File: config.mk
export PLATFORM = sky130hd
export DESIGN_NAME = ssc_top
export DESIGN_NICKNAME = d
export VERILOG_FILES = /design/src/ssc_pkg.sv /design/src/ssc_top.sv /design/src/ssc_point_mem.sv /design/src/ssc_limit.sv
export SDC_FILE = /design/constraint.sdc
export NUM_CORES = 1
export LEC_CHECK = 0
export ABC_AREA = 1
export BUFFER_PORTS_ARGS = -buffer_cell sky130_fd_sc_hd__buf_2
export CAP_MARGIN = 20
export CORE_ASPECT_RATIO = 1.5
export CORE_MARGIN = 3
export CORE_UTILIZATION = 35
export CTS_CLUSTER_DIAMETER = 200
export DETAILED_ROUTE_END_ITERATION = 10
export PLACE_DENSITY = 0.63
export SLEW_MARGIN = 25
export SYNTH_ARGS = -nofsm -noshare
export SYNTH_HDL_FRONTEND = slang
export SYNTH_SLANG_ARGS = --single-unit
File: constraint.sdc
create_clock -name clk_i -period 15.35 [get_ports clk_i]
set_input_delay 2.3025 -clock clk_i [delete_from_list [all_inputs] [get_ports clk_i]]
set_output_delay 2.3025 -clock clk_i [all_outputs]
set_load 0.05 [all_outputs]
File: src/ssc_pkg.sv
// Package: constants and types for the spindle speed command select block
package ssc_pkg;
  // ----------------------------------------------------------------------
  // Register map (word offsets as byte addresses)
  // ----------------------------------------------------------------------
  localparam logic [7:0] SSC_ADR_CTRL    = 8'h00;
  localparam logic [7:0] SSC_ADR_FIX1    = 8'h04;
  localparam logic [7:0] SSC_ADR_FIX2    = 8'h08;
  localparam logic [7:0] SSC_ADR_MAX1    = 8'h0C;
  localparam logic [7:0] SSC_ADR_MAX2    = 8'h10;
  localparam logic [7:0] SSC_ADR_PT0     = 8'h14;
  localparam logic [7:0] SSC_ADR_PANEL   = 8'h24;
  localparam logic [7:0] SSC_ADR_ACTUAL  = 8'h28;
  localparam logic [7:0] SSC_ADR_STATUS  = 8'h2C;
  localparam logic [7:0] SSC_ADR_LEVEL   = 8'h30;
  // ----------------------------------------------------------------------
  // Control register fields
  // ----------------------------------------------------------------------
  localparam int CTRL_AUTO     = 0;
  localparam int CTRL_PANEL    = 1;
  localparam int CTRL_FIX1     = 2;
  localparam int CTRL_FIX2     = 3;
  localparam int CTRL_MAX1     = 4;
  localparam int CTRL_MAX2     = 5;
  localparam int CTRL_MODE_LO  = 6;
  localparam int CTRL_EXTSTART = 8;
  localparam int CTRL_AIR_OFF  = 9;
  localparam int CTRL_PULSE_1K = 10;
  localparam int CTRL_MOTOR2   = 11;
  localparam logic [11:0] CTRL_RESET = 12'h000;
  // ----------------------------------------------------------------------
  // Speed figures in rpm, reached levels in percent
  // ----------------------------------------------------------------------
  localparam logic [16:0] SPD_MIN       = 17'd1000;
  localparam logic [16:0] SPD_TOP       = 17'd80000;
  localparam logic [16:0] SPD_NO_AIR    = 17'd30000;
  localparam logic [16:0] STEP_SMALL    = 17'd200;
  localparam logic [16:0] STEP_LARGE    = 17'd1000;
  localparam logic [16:0] SPD_RESET     = 17'd1000;
  localparam logic [6:0]  LEVEL_RESET   = 7'd90;
  localparam logic [6:0]  LEVEL_MIN     = 7'd50;
  localparam logic [6:0]  LEVEL_MAX     = 7'd100;

  typedef enum logic [1:0] {
    SSC_SRC_ANALOG = 2'b00,
    SSC_SRC_PULSE  = 2'b01,
    SSC_SRC_POINT  = 2'b10
  } ssc_src_t;

  typedef enum logic [0:0] {
    SSC_BUS_IDLE = 1'b0,
    SSC_BUS_ACK  = 1'b1
  } ssc_bus_t;
endpackage

File: src/ssc_top.sv
// Spindle speed command selection and limiting, Wishbone register access
// ----------------------------------------------------------------------
// ----------------------------------------------------------------------
`timescale 1ns/100ps
`default_nettype none
module ssc_top
  import ssc_pkg::*;
#(
  parameter int ADC_W = 12
) (
  input  wire logic             clk_i,                 // 40 MHz clock
  input  wire logic             rst_i,                 // Sync reset, high
  input  wire logic             ce_i,                  // Clock enable
  input  wire logic             cyc_i,                 // Wishbone cycle
  input  wire logic             stb_i,                 // Wishbone strobe
  input  wire logic             we_i,                  // Wishbone write
  input  wire logic [7:0]       adr_i,                 // Byte address
  input  wire logic [3:0]       sel_i,                 // Byte selects
  input  wire logic [31:0]      dat_i,                 // Write data
  output logic      [31:0]      dat_o,                 // Read data
  output logic                  ack_o,                 // Wishbone ack
  input  wire logic             speed_count_pulse_in,  // Count pulse
  input  wire logic             speed_up_down_in,      // 1 = up
  input  wire logic             speed_point_select_lo, // Select 0
  input  wire logic             speed_point_select_hi, // Select 1
  input  wire logic [ADC_W-1:0] speed_voltage_pos,     // Sampled VR+
  input  wire logic [ADC_W-1:0] speed_voltage_neg,     // Sampled VR-
  input  wire logic             ext_start_i,           // Rotate command
  input  wire logic             ext_dir_i,             // 1 = reverse
  input  wire logic             air_ok_i,              // Cooling air present
  input  wire logic             panel_up_i,            // Panel increase
  input  wire logic             panel_down_i,          // Panel decrease
  output logic      [16:0]      speed_cmd_o,           // Speed setpoint rpm
  output logic                  run_o,                 // Motor run command
  output logic                  reverse_o,             // Reverse direction
  output logic                  speed_reached_out      // Speed achieved
);
  initial begin
    if (ADC_W < 2 || ADC_W > 16) $error("ssc_top: ADC_W out of range");
  end

  // ----------------------------------------------------------------------
  // Helpers
  // ----------------------------------------------------------------------
  function automatic logic [16:0] sat_add(input logic [16:0] a,
                                          input logic [16:0] b,
                                          input logic [16:0] hi);
    logic [17:0] s;
    s = {1'b0, a} + {1'b0, b};
    sat_add = (s > {1'b0, hi}) ? hi : s[16:0];
  endfunction

  function automatic logic [16:0] clamp_range(input logic [16:0] v);
    if (v < SPD_MIN)      clamp_range = SPD_MIN;
    else if (v > SPD_TOP) clamp_range = SPD_TOP;
    else                  clamp_range = v;
  endfunction

  // ----------------------------------------------------------------------
  // Registers
  // ----------------------------------------------------------------------
  logic [11:0] ctrl, next_ctrl;
  logic [16:0] fix1, next_fix1, fix2, next_fix2;
  logic [16:0] max1, next_max1, max2, next_max2;
  logic [16:0] panel_spd, next_panel_spd;
  logic [16:0] pulse_spd, next_pulse_spd;
  logic [16:0] actual, next_actual;
  logic [6:0]  level, next_level;
  logic        cnt_q, next_cnt_q, up_q, next_up_q, dn_q, next_dn_q;
  logic [31:0] next_dat;
  ssc_bus_t    bus, next_bus;
  logic [16:0] next_cmd;
  logic        next_run, next_rev, next_reached;

  logic        wr, rd_req;
  logic        pt_we;
  logic [16:0] pt_rdat;
  logic [1:0]  pt_sel;
  logic [7:0]  pt_off;
  logic [16:0] lim, spd_lim, req;
  logic        motor2;
  ssc_src_t    src;
  logic [ADC_W:0]  vdiff;
  logic [16:0]     vspd;
  logic [33:0]     prod_act, prod_cmd;

  // Ack is registered: one wait state per access
  // A request is not taken again while its ack stands
  assign wr     = cyc_i && stb_i && we_i && (bus == SSC_BUS_IDLE);
  assign rd_req = cyc_i && stb_i && (bus == SSC_BUS_IDLE);
  assign pt_we  = wr && sel_i[0] && adr_i >= SSC_ADR_PT0 &&
                  adr_i < SSC_ADR_PANEL;
  assign motor2 = ctrl[CTRL_MOTOR2];
  assign src    = ssc_src_t'(ctrl[CTRL_MODE_LO +: 2]);
  assign pt_sel = {speed_point_select_hi, speed_point_select_lo};
  // Preset index from the offset; raw address bits would rotate U1..U4
  assign pt_off = adr_i - SSC_ADR_PT0;

  ssc_point_mem #(
    .WIDTH (17),
    .DEPTH (4)
  ) u_pts (
    .clk_i  (clk_i),
    .ce_i   (ce_i),
    .we_i   (pt_we),
    .wadr_i (pt_off[3:2]),
    .wdat_i (clamp_range(dat_i[16:0])),
    .radr_i (pt_sel),
    .rdat_o (pt_rdat)
  );

  ssc_limit u_lim (
    .req_i     (req),
    .fix_en_i  (motor2 ? ctrl[CTRL_FIX2] : ctrl[CTRL_FIX1]),
    .fix_i     (motor2 ? fix2 : fix1),
    .max_en_i  (motor2 ? ctrl[CTRL_MAX2] : ctrl[CTRL_MAX1]),
    .max_i     (motor2 ? max2 : max1),
    .air_cap_i (!ctrl[CTRL_AIR_OFF] && !air_ok_i),
    .lim_o     (lim),
    .spd_o     (spd_lim)
  );

  // ----------------------------------------------------------------------
  // Setpoint source selection
  // ----------------------------------------------------------------------
  always_comb begin
    // Negative differential reads as zero speed before range clamp
    vdiff = {1'b0, speed_voltage_pos} - {1'b0, speed_voltage_neg};
    if (vdiff[ADC_W])
      vspd = 17'd0;
    else
      vspd = 17'((34'(vdiff[ADC_W-1:0]) * 34'(SPD_TOP)) >> ADC_W);
    if (!ctrl[CTRL_AUTO] || ctrl[CTRL_PANEL]) begin
      req = panel_spd;
    end else begin
      case (src)
        SSC_SRC_ANALOG: req = clamp_range(vspd);
        SSC_SRC_PULSE:  req = pulse_spd;
        SSC_SRC_POINT:  req = pt_rdat;
        // Unused mode code falls back to the panel
        default:        req = panel_spd;
      endcase
    end
  end

  // ----------------------------------------------------------------------
  // Next-state logic
  // ----------------------------------------------------------------------
  always_comb begin
    logic [16:0] step;
    step           = ctrl[CTRL_PULSE_1K] ? STEP_LARGE : STEP_SMALL;
    next_ctrl      = ctrl;
    next_fix1      = fix1;
    next_fix2      = fix2;
    next_max1      = max1;
    next_max2      = max2;
    next_panel_spd = panel_spd;
    next_pulse_spd = pulse_spd;
    next_actual    = actual;
    next_level     = level;
    next_cnt_q     = speed_count_pulse_in;
    next_up_q      = panel_up_i;
    next_dn_q      = panel_down_i;
    next_bus       = SSC_BUS_IDLE;
    next_dat       = dat_o;
    if (rd_req) begin
      next_bus = SSC_BUS_ACK;
      case (adr_i)
        SSC_ADR_CTRL:   next_dat = {20'h0, ctrl};
        SSC_ADR_FIX1:   next_dat = {15'h0, fix1};
        SSC_ADR_FIX2:   next_dat = {15'h0, fix2};
        SSC_ADR_MAX1:   next_dat = {15'h0, max1};
        SSC_ADR_MAX2:   next_dat = {15'h0, max2};
        SSC_ADR_PANEL:  next_dat = {15'h0, panel_spd};
        SSC_ADR_ACTUAL: next_dat = {15'h0, actual};
        SSC_ADR_STATUS: next_dat = {12'h0, speed_reached_out, reverse_o,
                                    run_o, speed_cmd_o};
        SSC_ADR_LEVEL:  next_dat = {25'h0, level};
        default:        next_dat = 32'h0000_0000;
      endcase
    end
    if (wr && sel_i[0]) begin
      case (adr_i)
        SSC_ADR_CTRL:   next_ctrl = dat_i[11:0];
        SSC_ADR_FIX1:   next_fix1 = clamp_range(dat_i[16:0]);
        SSC_ADR_FIX2:   next_fix2 = clamp_range(dat_i[16:0]);
        SSC_ADR_MAX1:   next_max1 = clamp_range(dat_i[16:0]);
        SSC_ADR_MAX2:   next_max2 = clamp_range(dat_i[16:0]);
        SSC_ADR_PANEL:  next_panel_spd = clamp_range(dat_i[16:0]);
        SSC_ADR_ACTUAL: next_actual = dat_i[16:0];
        SSC_ADR_LEVEL: begin
          if (dat_i[6:0] >= LEVEL_MIN && dat_i[6:0] <= LEVEL_MAX)
            next_level = dat_i[6:0];
        end
        default: ;
      endcase
    end
    // Limitation: panel and pulse share one step size
    // Panel buttons step on their press edge
    if (panel_up_i && !up_q)
      next_panel_spd = sat_add(panel_spd, step, SPD_TOP);
    else if (panel_down_i && !dn_q)
      next_panel_spd = (panel_spd > SPD_MIN + step) ?
                       panel_spd - step : SPD_MIN;
    // Count on the rising edge; direction sampled with the pulse
    if (speed_count_pulse_in && !cnt_q) begin
      if (speed_up_down_in)
        next_pulse_spd = sat_add(pulse_spd, step, lim);
      else if (pulse_spd > SPD_MIN + step)
        next_pulse_spd = pulse_spd - step;
      else
        next_pulse_spd = SPD_MIN;
    end
    if (next_pulse_spd > lim) next_pulse_spd = lim;
  end

  // ----------------------------------------------------------------------
  // Outputs: run, direction, reached
  // ----------------------------------------------------------------------
  always_comb begin
    next_cmd = spd_lim;
    // Ignored start inputs leave run and direction as they were
    if (ctrl[CTRL_AUTO] && ctrl[CTRL_EXTSTART]) begin
      next_run = ext_start_i;
      next_rev = ext_dir_i;
    end else begin
      next_run = run_o;
      next_rev = reverse_o;
    end
    // Products avoid a divider in the level compare
    prod_act = 34'(actual) * 34'd100;
    prod_cmd = 34'(spd_lim) * 34'(level);
    next_reached = next_run && (prod_act >= prod_cmd);
  end

  // ----------------------------------------------------------------------
  // State registers
  // ----------------------------------------------------------------------
  // Reset acts whatever the clock enable
  always_ff @(posedge clk_i) begin
    if (rst_i) begin
      ctrl              <= CTRL_RESET;
      fix1              <= SPD_RESET;
      fix2              <= SPD_RESET;
      max1              <= SPD_TOP;
      max2              <= SPD_TOP;
      panel_spd         <= SPD_RESET;
      pulse_spd         <= SPD_RESET;
      actual            <= 17'h0_0000;
      level             <= LEVEL_RESET;
      cnt_q             <= 1'b0;
      up_q              <= 1'b0;
      dn_q              <= 1'b0;
      bus               <= SSC_BUS_IDLE;
      dat_o             <= 32'h0000_0000;
      ack_o             <= 1'b0;
      speed_cmd_o       <= 17'h0_0000;
      run_o             <= 1'b0;
      reverse_o         <= 1'b0;
      speed_reached_out <= 1'b0;
    end else if (ce_i) begin
      ctrl              <= next_ctrl;
      fix1              <= next_fix1;
      fix2              <= next_fix2;
      max1              <= next_max1;
      max2              <= next_max2;
      panel_spd         <= next_panel_spd;
      pulse_spd         <= next_pulse_spd;
      actual            <= next_actual;
      level             <= next_level;
      cnt_q             <= next_cnt_q;
      up_q              <= next_up_q;
      dn_q              <= next_dn_q;
      bus               <= next_bus;
      dat_o             <= next_dat;
      ack_o             <= (next_bus == SSC_BUS_ACK);
      speed_cmd_o       <= next_cmd;
      run_o             <= next_run;
      reverse_o         <= next_rev;
      speed_reached_out <= next_reached;
    end
  end
endmodule
`default_nettype wire

File: src/ssc_point_mem.sv
// Four-entry speed-point preset store with registered read
`timescale 1ns/100ps
`default_nettype none
module ssc_point_mem
  import ssc_pkg::*;
#(
  parameter int WIDTH = 17,
  parameter int DEPTH = 4
) (
  input  wire logic                     clk_i,  // System clock
  input  wire logic                     ce_i,   // Clock enable
  input  wire logic                     we_i,   // Write strobe
  input  wire logic [$clog2(DEPTH)-1:0] wadr_i, // Write index
  input  wire logic [WIDTH-1:0]         wdat_i, // Write data
  input  wire logic [$clog2(DEPTH)-1:0] radr_i, // Read index
  output logic      [WIDTH-1:0]         rdat_o  // Registered read data
);
  initial begin
    if (DEPTH != 4 || WIDTH < 17) $error("ssc_point_mem: bad parameters");
  end

  logic [WIDTH-1:0] mem [DEPTH];

  // No reset: software loads presets before use
  always_ff @(posedge clk_i) begin
    if (ce_i) begin
      if (we_i) mem[wadr_i] <= wdat_i;
      rdat_o <= mem[radr_i];
    end
  end
endmodule
`default_nettype wire

File: src/ssc_limit.sv
// Speed limiting stage: maximum, air cap, fixed speed
`timescale 1ns/100ps
`default_nettype none
module ssc_limit
  import ssc_pkg::*;
(
  input  wire logic [16:0] req_i,      // Requested setpoint
  input  wire logic        fix_en_i,   // Fixed speed enabled
  input  wire logic [16:0] fix_i,      // Fixed speed value
  input  wire logic        max_en_i,   // Maximum enabled
  input  wire logic [16:0] max_i,      // Maximum value
  input  wire logic        air_cap_i,  // Cap for missing air
  output logic      [16:0] lim_o,      // Effective ceiling
  output logic      [16:0] spd_o       // Limited setpoint
);
  logic [16:0] base;

  always_comb begin
    lim_o = max_en_i ? max_i : SPD_TOP;
    if (air_cap_i && lim_o > SPD_NO_AIR) lim_o = SPD_NO_AIR;
    base  = fix_en_i ? fix_i : req_i;
    spd_o = (base > lim_o) ? lim_o : base;
  end
endmodule
`default_nettype wire

==> metrics.cfg, run 1 <==
[outcome]
status=finished, final reports clean

[clock_tree]
path_clk_slew_ps=70
clock-sinks=267
cts_buffers=26
cts_buffer_depth=3
cts-htree-levels=1
cts_tree=yes
postCtsHoldBufs=0
clk_latency_ps=580
cts_root_buf=clkbuf_16

[critical_path]
end_kind=flip-flop
worst_path_most_repeated_cell=nand2_1
path_class=in2reg
crit_required_ps=15840
timing.rr.start=ctrl[11]
worstSetupStartpoint=speed_voltage_neg[2]
worstPathMaxFanout=10
crit_slowest_cell=fa_1
reg2reg_to=speed_reached_out
critPathCapture=speed_reached_out
cp.arrival_ps=15180
start_kind=primary input
slowest_delay_ps=550
r2r_slack_ps=4020
worst-r2r-cell-count=56

[synth]
synth_mux_area_share_pct=0.123
ys_seq_area_share_pct=25.3
synth_top_family_by_area=adder cells
avgSynthCellArea_um2=7.28
synth_flop_cell=dfxtp_1
yosys.area_share.simple_pct=18.6
synth_area_leaders=dfxtp_1 15%, ha_1 13%, edfxtp_1 10%
synth_top_area_share_pct=14.9
yosysWarnings=0
synth.cell_area_um2=24500
synth_fa_ha_area_share_pct=22.1
synth_compound_area_share_pct=19.1
yosys.cell_types.count=68
synth_top_cell_by_area=dfxtp_1
ys_seq_elements=267
yosysMostFrequentCell=nand2_1
synth_commonest_cells=612 x nand2_1, 568 x inv_1, 341 x a21oi_1
ys_async_sr_fraction_pct=0
synthXorXnorAreaFrac_pct=3.22
synth_edf_count=85
synthCells=3361

[timing]
fin_worst_skew_ps=24.3
period_minus_slack_ps=14680
fmax_mhz=68.1
rsz0062_at_grt=yes
slew_viol_final=0
setup-tns-final_ps=0
worstMarginPinSlew_ps=1070
finalHoldViolCount=0
setup_viol=0
min_period_over_period_pct=95.7
maxSlewHeadroom_pct=28.5

[cells_and_area]
top_regs=u_pts.mem x68, dat_o x20
area_delta_synth_final_pct=19.3
largest_reg_flops=68
drive_gt1_share_pct=17.2
antennaDiodeCount=0
seqCellArea_um2=6200
regMostFlops=u_pts.mem
nNetsFinal=4055
n_fill_cell=7130
multi_input_area_um2=16500

[place]
dpl.hpwl_um=67000
io_buffers=105
gp_congestion=1.02

[routing]
wire_per_inst_um=19.2
routed_wl_um=87000
drc=0
ant_nets=0
vias=23812
via_per_inst=5.26
drt_first_pass_iters=5
drt_iter0_markers=1753

[grt]
grt_max_degree=100
grt_pass1_vias=23008
grt_pass1_wl_um=130000
overflow=0
grt.total_usage_pct=22.7
antenna_found_initial=2

[power]
p_leak_nw=14.0
p_total_mw=5.96
powerDensity_nw_per_um2=204
ir_drop_uv=262

[floorplan]
dieArea_um2=73200
io_pins=136
dieHeight_um=330
design.core.area_um2=69100
row_count=118
die_x_um=222
start_util_pct=35.4

[min_path]
hold_path_class=reg2reg

[run]
cap_violations=0

==> cells by family (layout without fill, tap and decap cells) <==
family,Yosys count,count (layout)
flip-flops,267,267
AO/OA/AOI/OAI,818,818
buffers and inverters,723,975
adder cells (fa/ha/maj),368,368
XOR/XNOR,90,90
other,1,12
AND/OR/NAND/NOR,1091,1091
multiplexers,3,3
==> per-stage QoR <==
step	setup slack [ps]	hold WS [ps]	utilization, %	cell area, µm²	instances
floorplan	13.6	443	-	24500	3372
global placement	-703	452	39.3	27200	4450
detailed placement	-824	455	39.3	27200	4450
CTS	1.76	465	40.9	28300	4505
global route	-203	478	42.2	29200	4524
finish	667	464	42.2	29200	4524
==> power breakdown <==
| part | total [mW] | switching [mW] | leakage [nW] | internal, mW |
|---|---|---|---|---|
| sequential | 0.773 | 0.0282 | 2.29 | 0.745 |
| combinational | 4.54 | 2.48 | 11.4 | 2.07 |
| clock | 0.645 | 0.310 | 0.399 | 0.335 |
==> critical path, delay by kind of cell <==
kind | cells | cell delay (ps)
xor gates and xnor gates | 2 | 390
AOI/OAI and AO/OA | 23 | 3240
buffers and inverters | 16 | 1240
adders and majority gates | 14 | 5220
and+or+nand+nor | 27 | 2740
==> how the worst min path moves through the flow <==
| stage | start | end | slack (ps) | depth (start not counted) |
|---|---|---|---|---|
| floorplan | fix1[3] | fix1[3] | 440 | 2 |
| global placement | dat_o[15] | dat_o[15] | 450 | 2 |
| detailed placement | dat_o[19] | dat_o[19] | 450 | 2 |
| CTS | dat_o[19] | dat_o[19] | 470 | 2 |
| global route | dat_o[3] | dat_o[3] | 480 | 2 |
| finish | dat_o[19] | dat_o[19] | 460 | 2 |
==> per-layer routing <==
metal  track usage (%)  routed length (µm)
met1              24.9               31900
met2              39.3               41100
met3              2.83                5320
met4              19.0                8700
met5                 0                   0
==> layout by cell type (no fill, tap or decap), types with 18 or more instances in the layout <==
| master | instances |
|---|---|
| ha_1 | 231 |
| nand2_1 | 582 |
| o211ai_1 | 32 |
| buf_4 | 229 |
| nand3_2 | 19 |
| nor2_2 | 25 |
| ha_4 | 29 |
| xor2_1 | 66 |
| nand3_1 | 106 |
| buf_2 | 105 |
| clkbuf_16 | 26 |
| edfxtp_1 | 85 |
| nor2_1 | 213 |
| nor4_1 | 18 |
| a221oi_1 | 21 |
| dfxtp_1 | 181 |
| inv_2 | 32 |
| nand4_1 | 23 |
| o22ai_1 | 39 |
| o21ai_0 | 256 |
| nor3_1 | 24 |
| nand2_2 | 31 |
| a21oi_1 | 329 |
| o21bai_1 | 19 |
| fa_1 | 107 |
| inv_1 | 546 |
==> cell type report <==
class	count	share of cell area, %
multi-input cells	2382	56.5
flip-flops and latches	267	21.2
inverters	585	7.55
repair inverters	1	0.0214
clock buffers	30	2.28
repair buffers	341	8.02
clock inverters	18	0.566
well taps	900	3.86
==> timing repair <==
| item | CTS | global route |
|---|---|---|
| setup endpoints to repair | 1 | 1 |
| buffers inserted | 7 | 19 |
| gates resized for setup | 30 | 184 |
| gates cloned | 0 | 1 |
| pin swaps | 32 | 138 |
Note: power is estimated with default switching activity, not from simulation.
==> inputs of run 2 (changes only) <==
--- a/config.mk
+++ b/config.mk
@@ -10,10 +10,10 @@
 export CAP_MARGIN = 20
 export CORE_ASPECT_RATIO = 1.5
 export CORE_MARGIN = 3
-export CORE_UTILIZATION = 35
+export CORE_UTILIZATION = 30
 export CTS_CLUSTER_DIAMETER = 200
 export DETAILED_ROUTE_END_ITERATION = 10
-export PLACE_DENSITY = 0.63
+export PLACE_DENSITY = 0.58
 export SLEW_MARGIN = 25
 export SYNTH_ARGS = -nofsm -noshare
 export SYNTH_HDL_FRONTEND = slang
==> run 2 against run 1 <==
  * Sequential share of layout area fell by 0.20 points
  * Fmax shrank 1.2%
  * Flip-flop and latch count is the same
  * Cell area increased by 0.95%
  * Critical endpoint unchanged
  * Routed wire length up 2.4%
  * Global-route usage is 2.3 points lower
  * Cell count up 3.1%
  * Non-clock buffer count grew 9
  * Power is 1.3% lower
  * Largest cell class unchanged
==> metrics.cfg, run 2 (synthesis gave the netlist of run 1 again) <==
[place]
dpl.hpwl_um=70500  ; +5.1%
io_buffers=105  ; unchanged
gp_congestion=0.972  ; -4.4%

[grt]
antenna_found_initial=1  ; -1
overflow=0  ; unchanged
grt_pass1_wl_um=135000  ; +3.5%
grt_max_degree=100  ; unchanged
grt_pass1_vias=23123  ; +0.50%
grt.total_usage_pct=20.5  ; -2.3 points

[critical_path]
worstPathMaxFanout=10  ; unchanged
critPathCapture=speed_reached_out
crit_slowest_cell=fa_1
r2r_slack_ps=3620  ; -400 ps
reg2reg_to=speed_reached_out
timing.rr.start=ctrl[11]
worst-r2r-cell-count=51  ; -8.9%
crit_required_ps=15770  ; -70 ps
end_kind=flip-flop
start_kind=primary input
path_class=in2reg
worst_path_most_repeated_cell=nand2_2
worstSetupStartpoint=speed_voltage_neg[2]
cp.arrival_ps=15270  ; +90 ps
slowest_delay_ps=580  ; +30 ps

[timing]
rsz0062_at_grt=yes
worstMarginPinSlew_ps=1160  ; +85.5 ps
min_period_over_period_pct=96.8  ; +1.1 points
slew_viol_final=0  ; unchanged
fmax_mhz=67.3  ; -1.2%
setup-tns-final_ps=0  ; unchanged
period_minus_slack_ps=14850  ; +171 ps
setup_viol=0  ; unchanged
maxSlewHeadroom_pct=22.2  ; -6.3 points
fin_worst_skew_ps=15.0  ; -9.33 ps
finalHoldViolCount=0  ; unchanged

[cells_and_area]
top_regs=u_pts.mem x68, dat_o x20
regMostFlops=u_pts.mem
area_delta_synth_final_pct=20.4
final_cell_mix=576 x nand2_1, 545 x inv_1, 323 x a21oi_1
final_common_cell=nand2_1
nNetsFinal=4064  ; +0.22%
antennaDiodeCount=0  ; unchanged
drive_gt1_share_pct=17.0  ; -0.20 points
post-route-util_pct=36.6  ; -5.6 points
largest_reg_flops=68  ; unchanged

[routing]
vias=23793  ; -0.080%
ant_nets=0  ; unchanged
via_per_inst=5.10  ; -3.1%
drc=0  ; unchanged
routed_wl_um=89100  ; +2.4%
wire_per_inst_um=19.1  ; -0.72%
drt_iter0_markers=1900  ; +8.4%
drt_first_pass_iters=6  ; +1

[clock_tree]
cts_root_buf=clkbuf_16
cts_buffers=27  ; +3.8%
cts_tree=yes
path_clk_slew_ps=60  ; about the same
cts_buffer_depth=3  ; unchanged
postCtsHoldBufs=0  ; unchanged
clock-sinks=267  ; unchanged
clk_latency_ps=580  ; about the same
cts-htree-levels=1  ; unchanged

[floorplan]
die_x_um=239  ; +7.8%
dieArea_um2=85100  ; +16%
start_util_pct=30.4  ; -5.0 points
io_pins=136  ; unchanged
row_count=127  ; +7.6%
design.core.area_um2=80400  ; +16%
dieHeight_um=356  ; +7.9%

[min_path]
hold_path_class=reg2reg
hold_path_depth=2  ; unchanged

[power]
p_leak_nw=14.1  ; +0.67%
p_total_mw=5.89  ; -1.3%
ir_drop_uv=216  ; -17%
powerDensity_nw_per_um2=200  ; -2.2%

[outcome]
status=finished, final reports clean

[run]
cap_violations=0  ; unchanged

==> run 2: routing by layer <==
layer	vias to the layer above	track usage (%)	wire length (µm)
li1	11559	-	-
met1	11143	22.8	32700
met2	818	37.0	44200
met5	-	0	0
met4	0	13.9	7560
met3	273	1.56	4610
==> run 2: metrics by stage <==
stage                     cells  worst slack [ps]  hold WS [ps]  area (µm²)
after global placement     4585              -972           453       27400
final                      4664               495           467       29500
after global routing       4664              -302           485       29500
after floorplan            3372              13.6           443       24500
after CTS                  4645              7.56           466       28600
after detailed placement   4585             -1060           457       27400
==> run 2: cell type report <==
cell class              instances  area [µm²]
well taps                    1032        1290
multi-input cells            2382       16400
fillers                      8506       50900
clock buffers                  31         701
clock inverters                17         233
repair buffers                350        2470
flip-flops and latches        267        6200
inverters                     585        2210
==> run 2: how the worst min path moves through the flow <==
| stage | from | endpoint | slack (ps) |
|---|---|---|---|
| 3_3_place_gp | fix2[9] | fix2[9] | 450 |
| 3_5_place_dp | dat_o[18] | dat_o[18] | 460 |
| 4_1_cts | dat_o[1] | dat_o[1] | 470 |
| 6_report | dat_o[14] | dat_o[14] | 470 |
| 5_1_grt | dat_o[6] | dat_o[6] | 490 |
| 2_1_floorplan | fix1[3] | fix1[3] | 440 |
==> run 2: repair_timing <==
item                       in CTS  in global routing
setup endpoints to repair       1                  1
setup buffers                  12                 19
resized for setup              37                172
cloned                          0                  1
pin swaps                      34                128
==> run 2: where the power goes <==
group          total (mW)  internal, mW  switching [mW]  leakage, nW
clock               0.722         0.413           0.309        0.447
combinational        4.39          2.02            2.37         11.4
sequential          0.773         0.745          0.0273         2.29
total                5.89          3.18            2.70         14.1
==> run 2: worst max-delay path: cells and delay by family <==
kind	cells	cell delay, ps
adder cells (fa/ha/maj)	14	5550
AO/OA/AOI/OAI	23	3390
AND/OR/NAND/NOR	22	2200
buffers and inverters	16	1370
XOR/XNOR	2	420
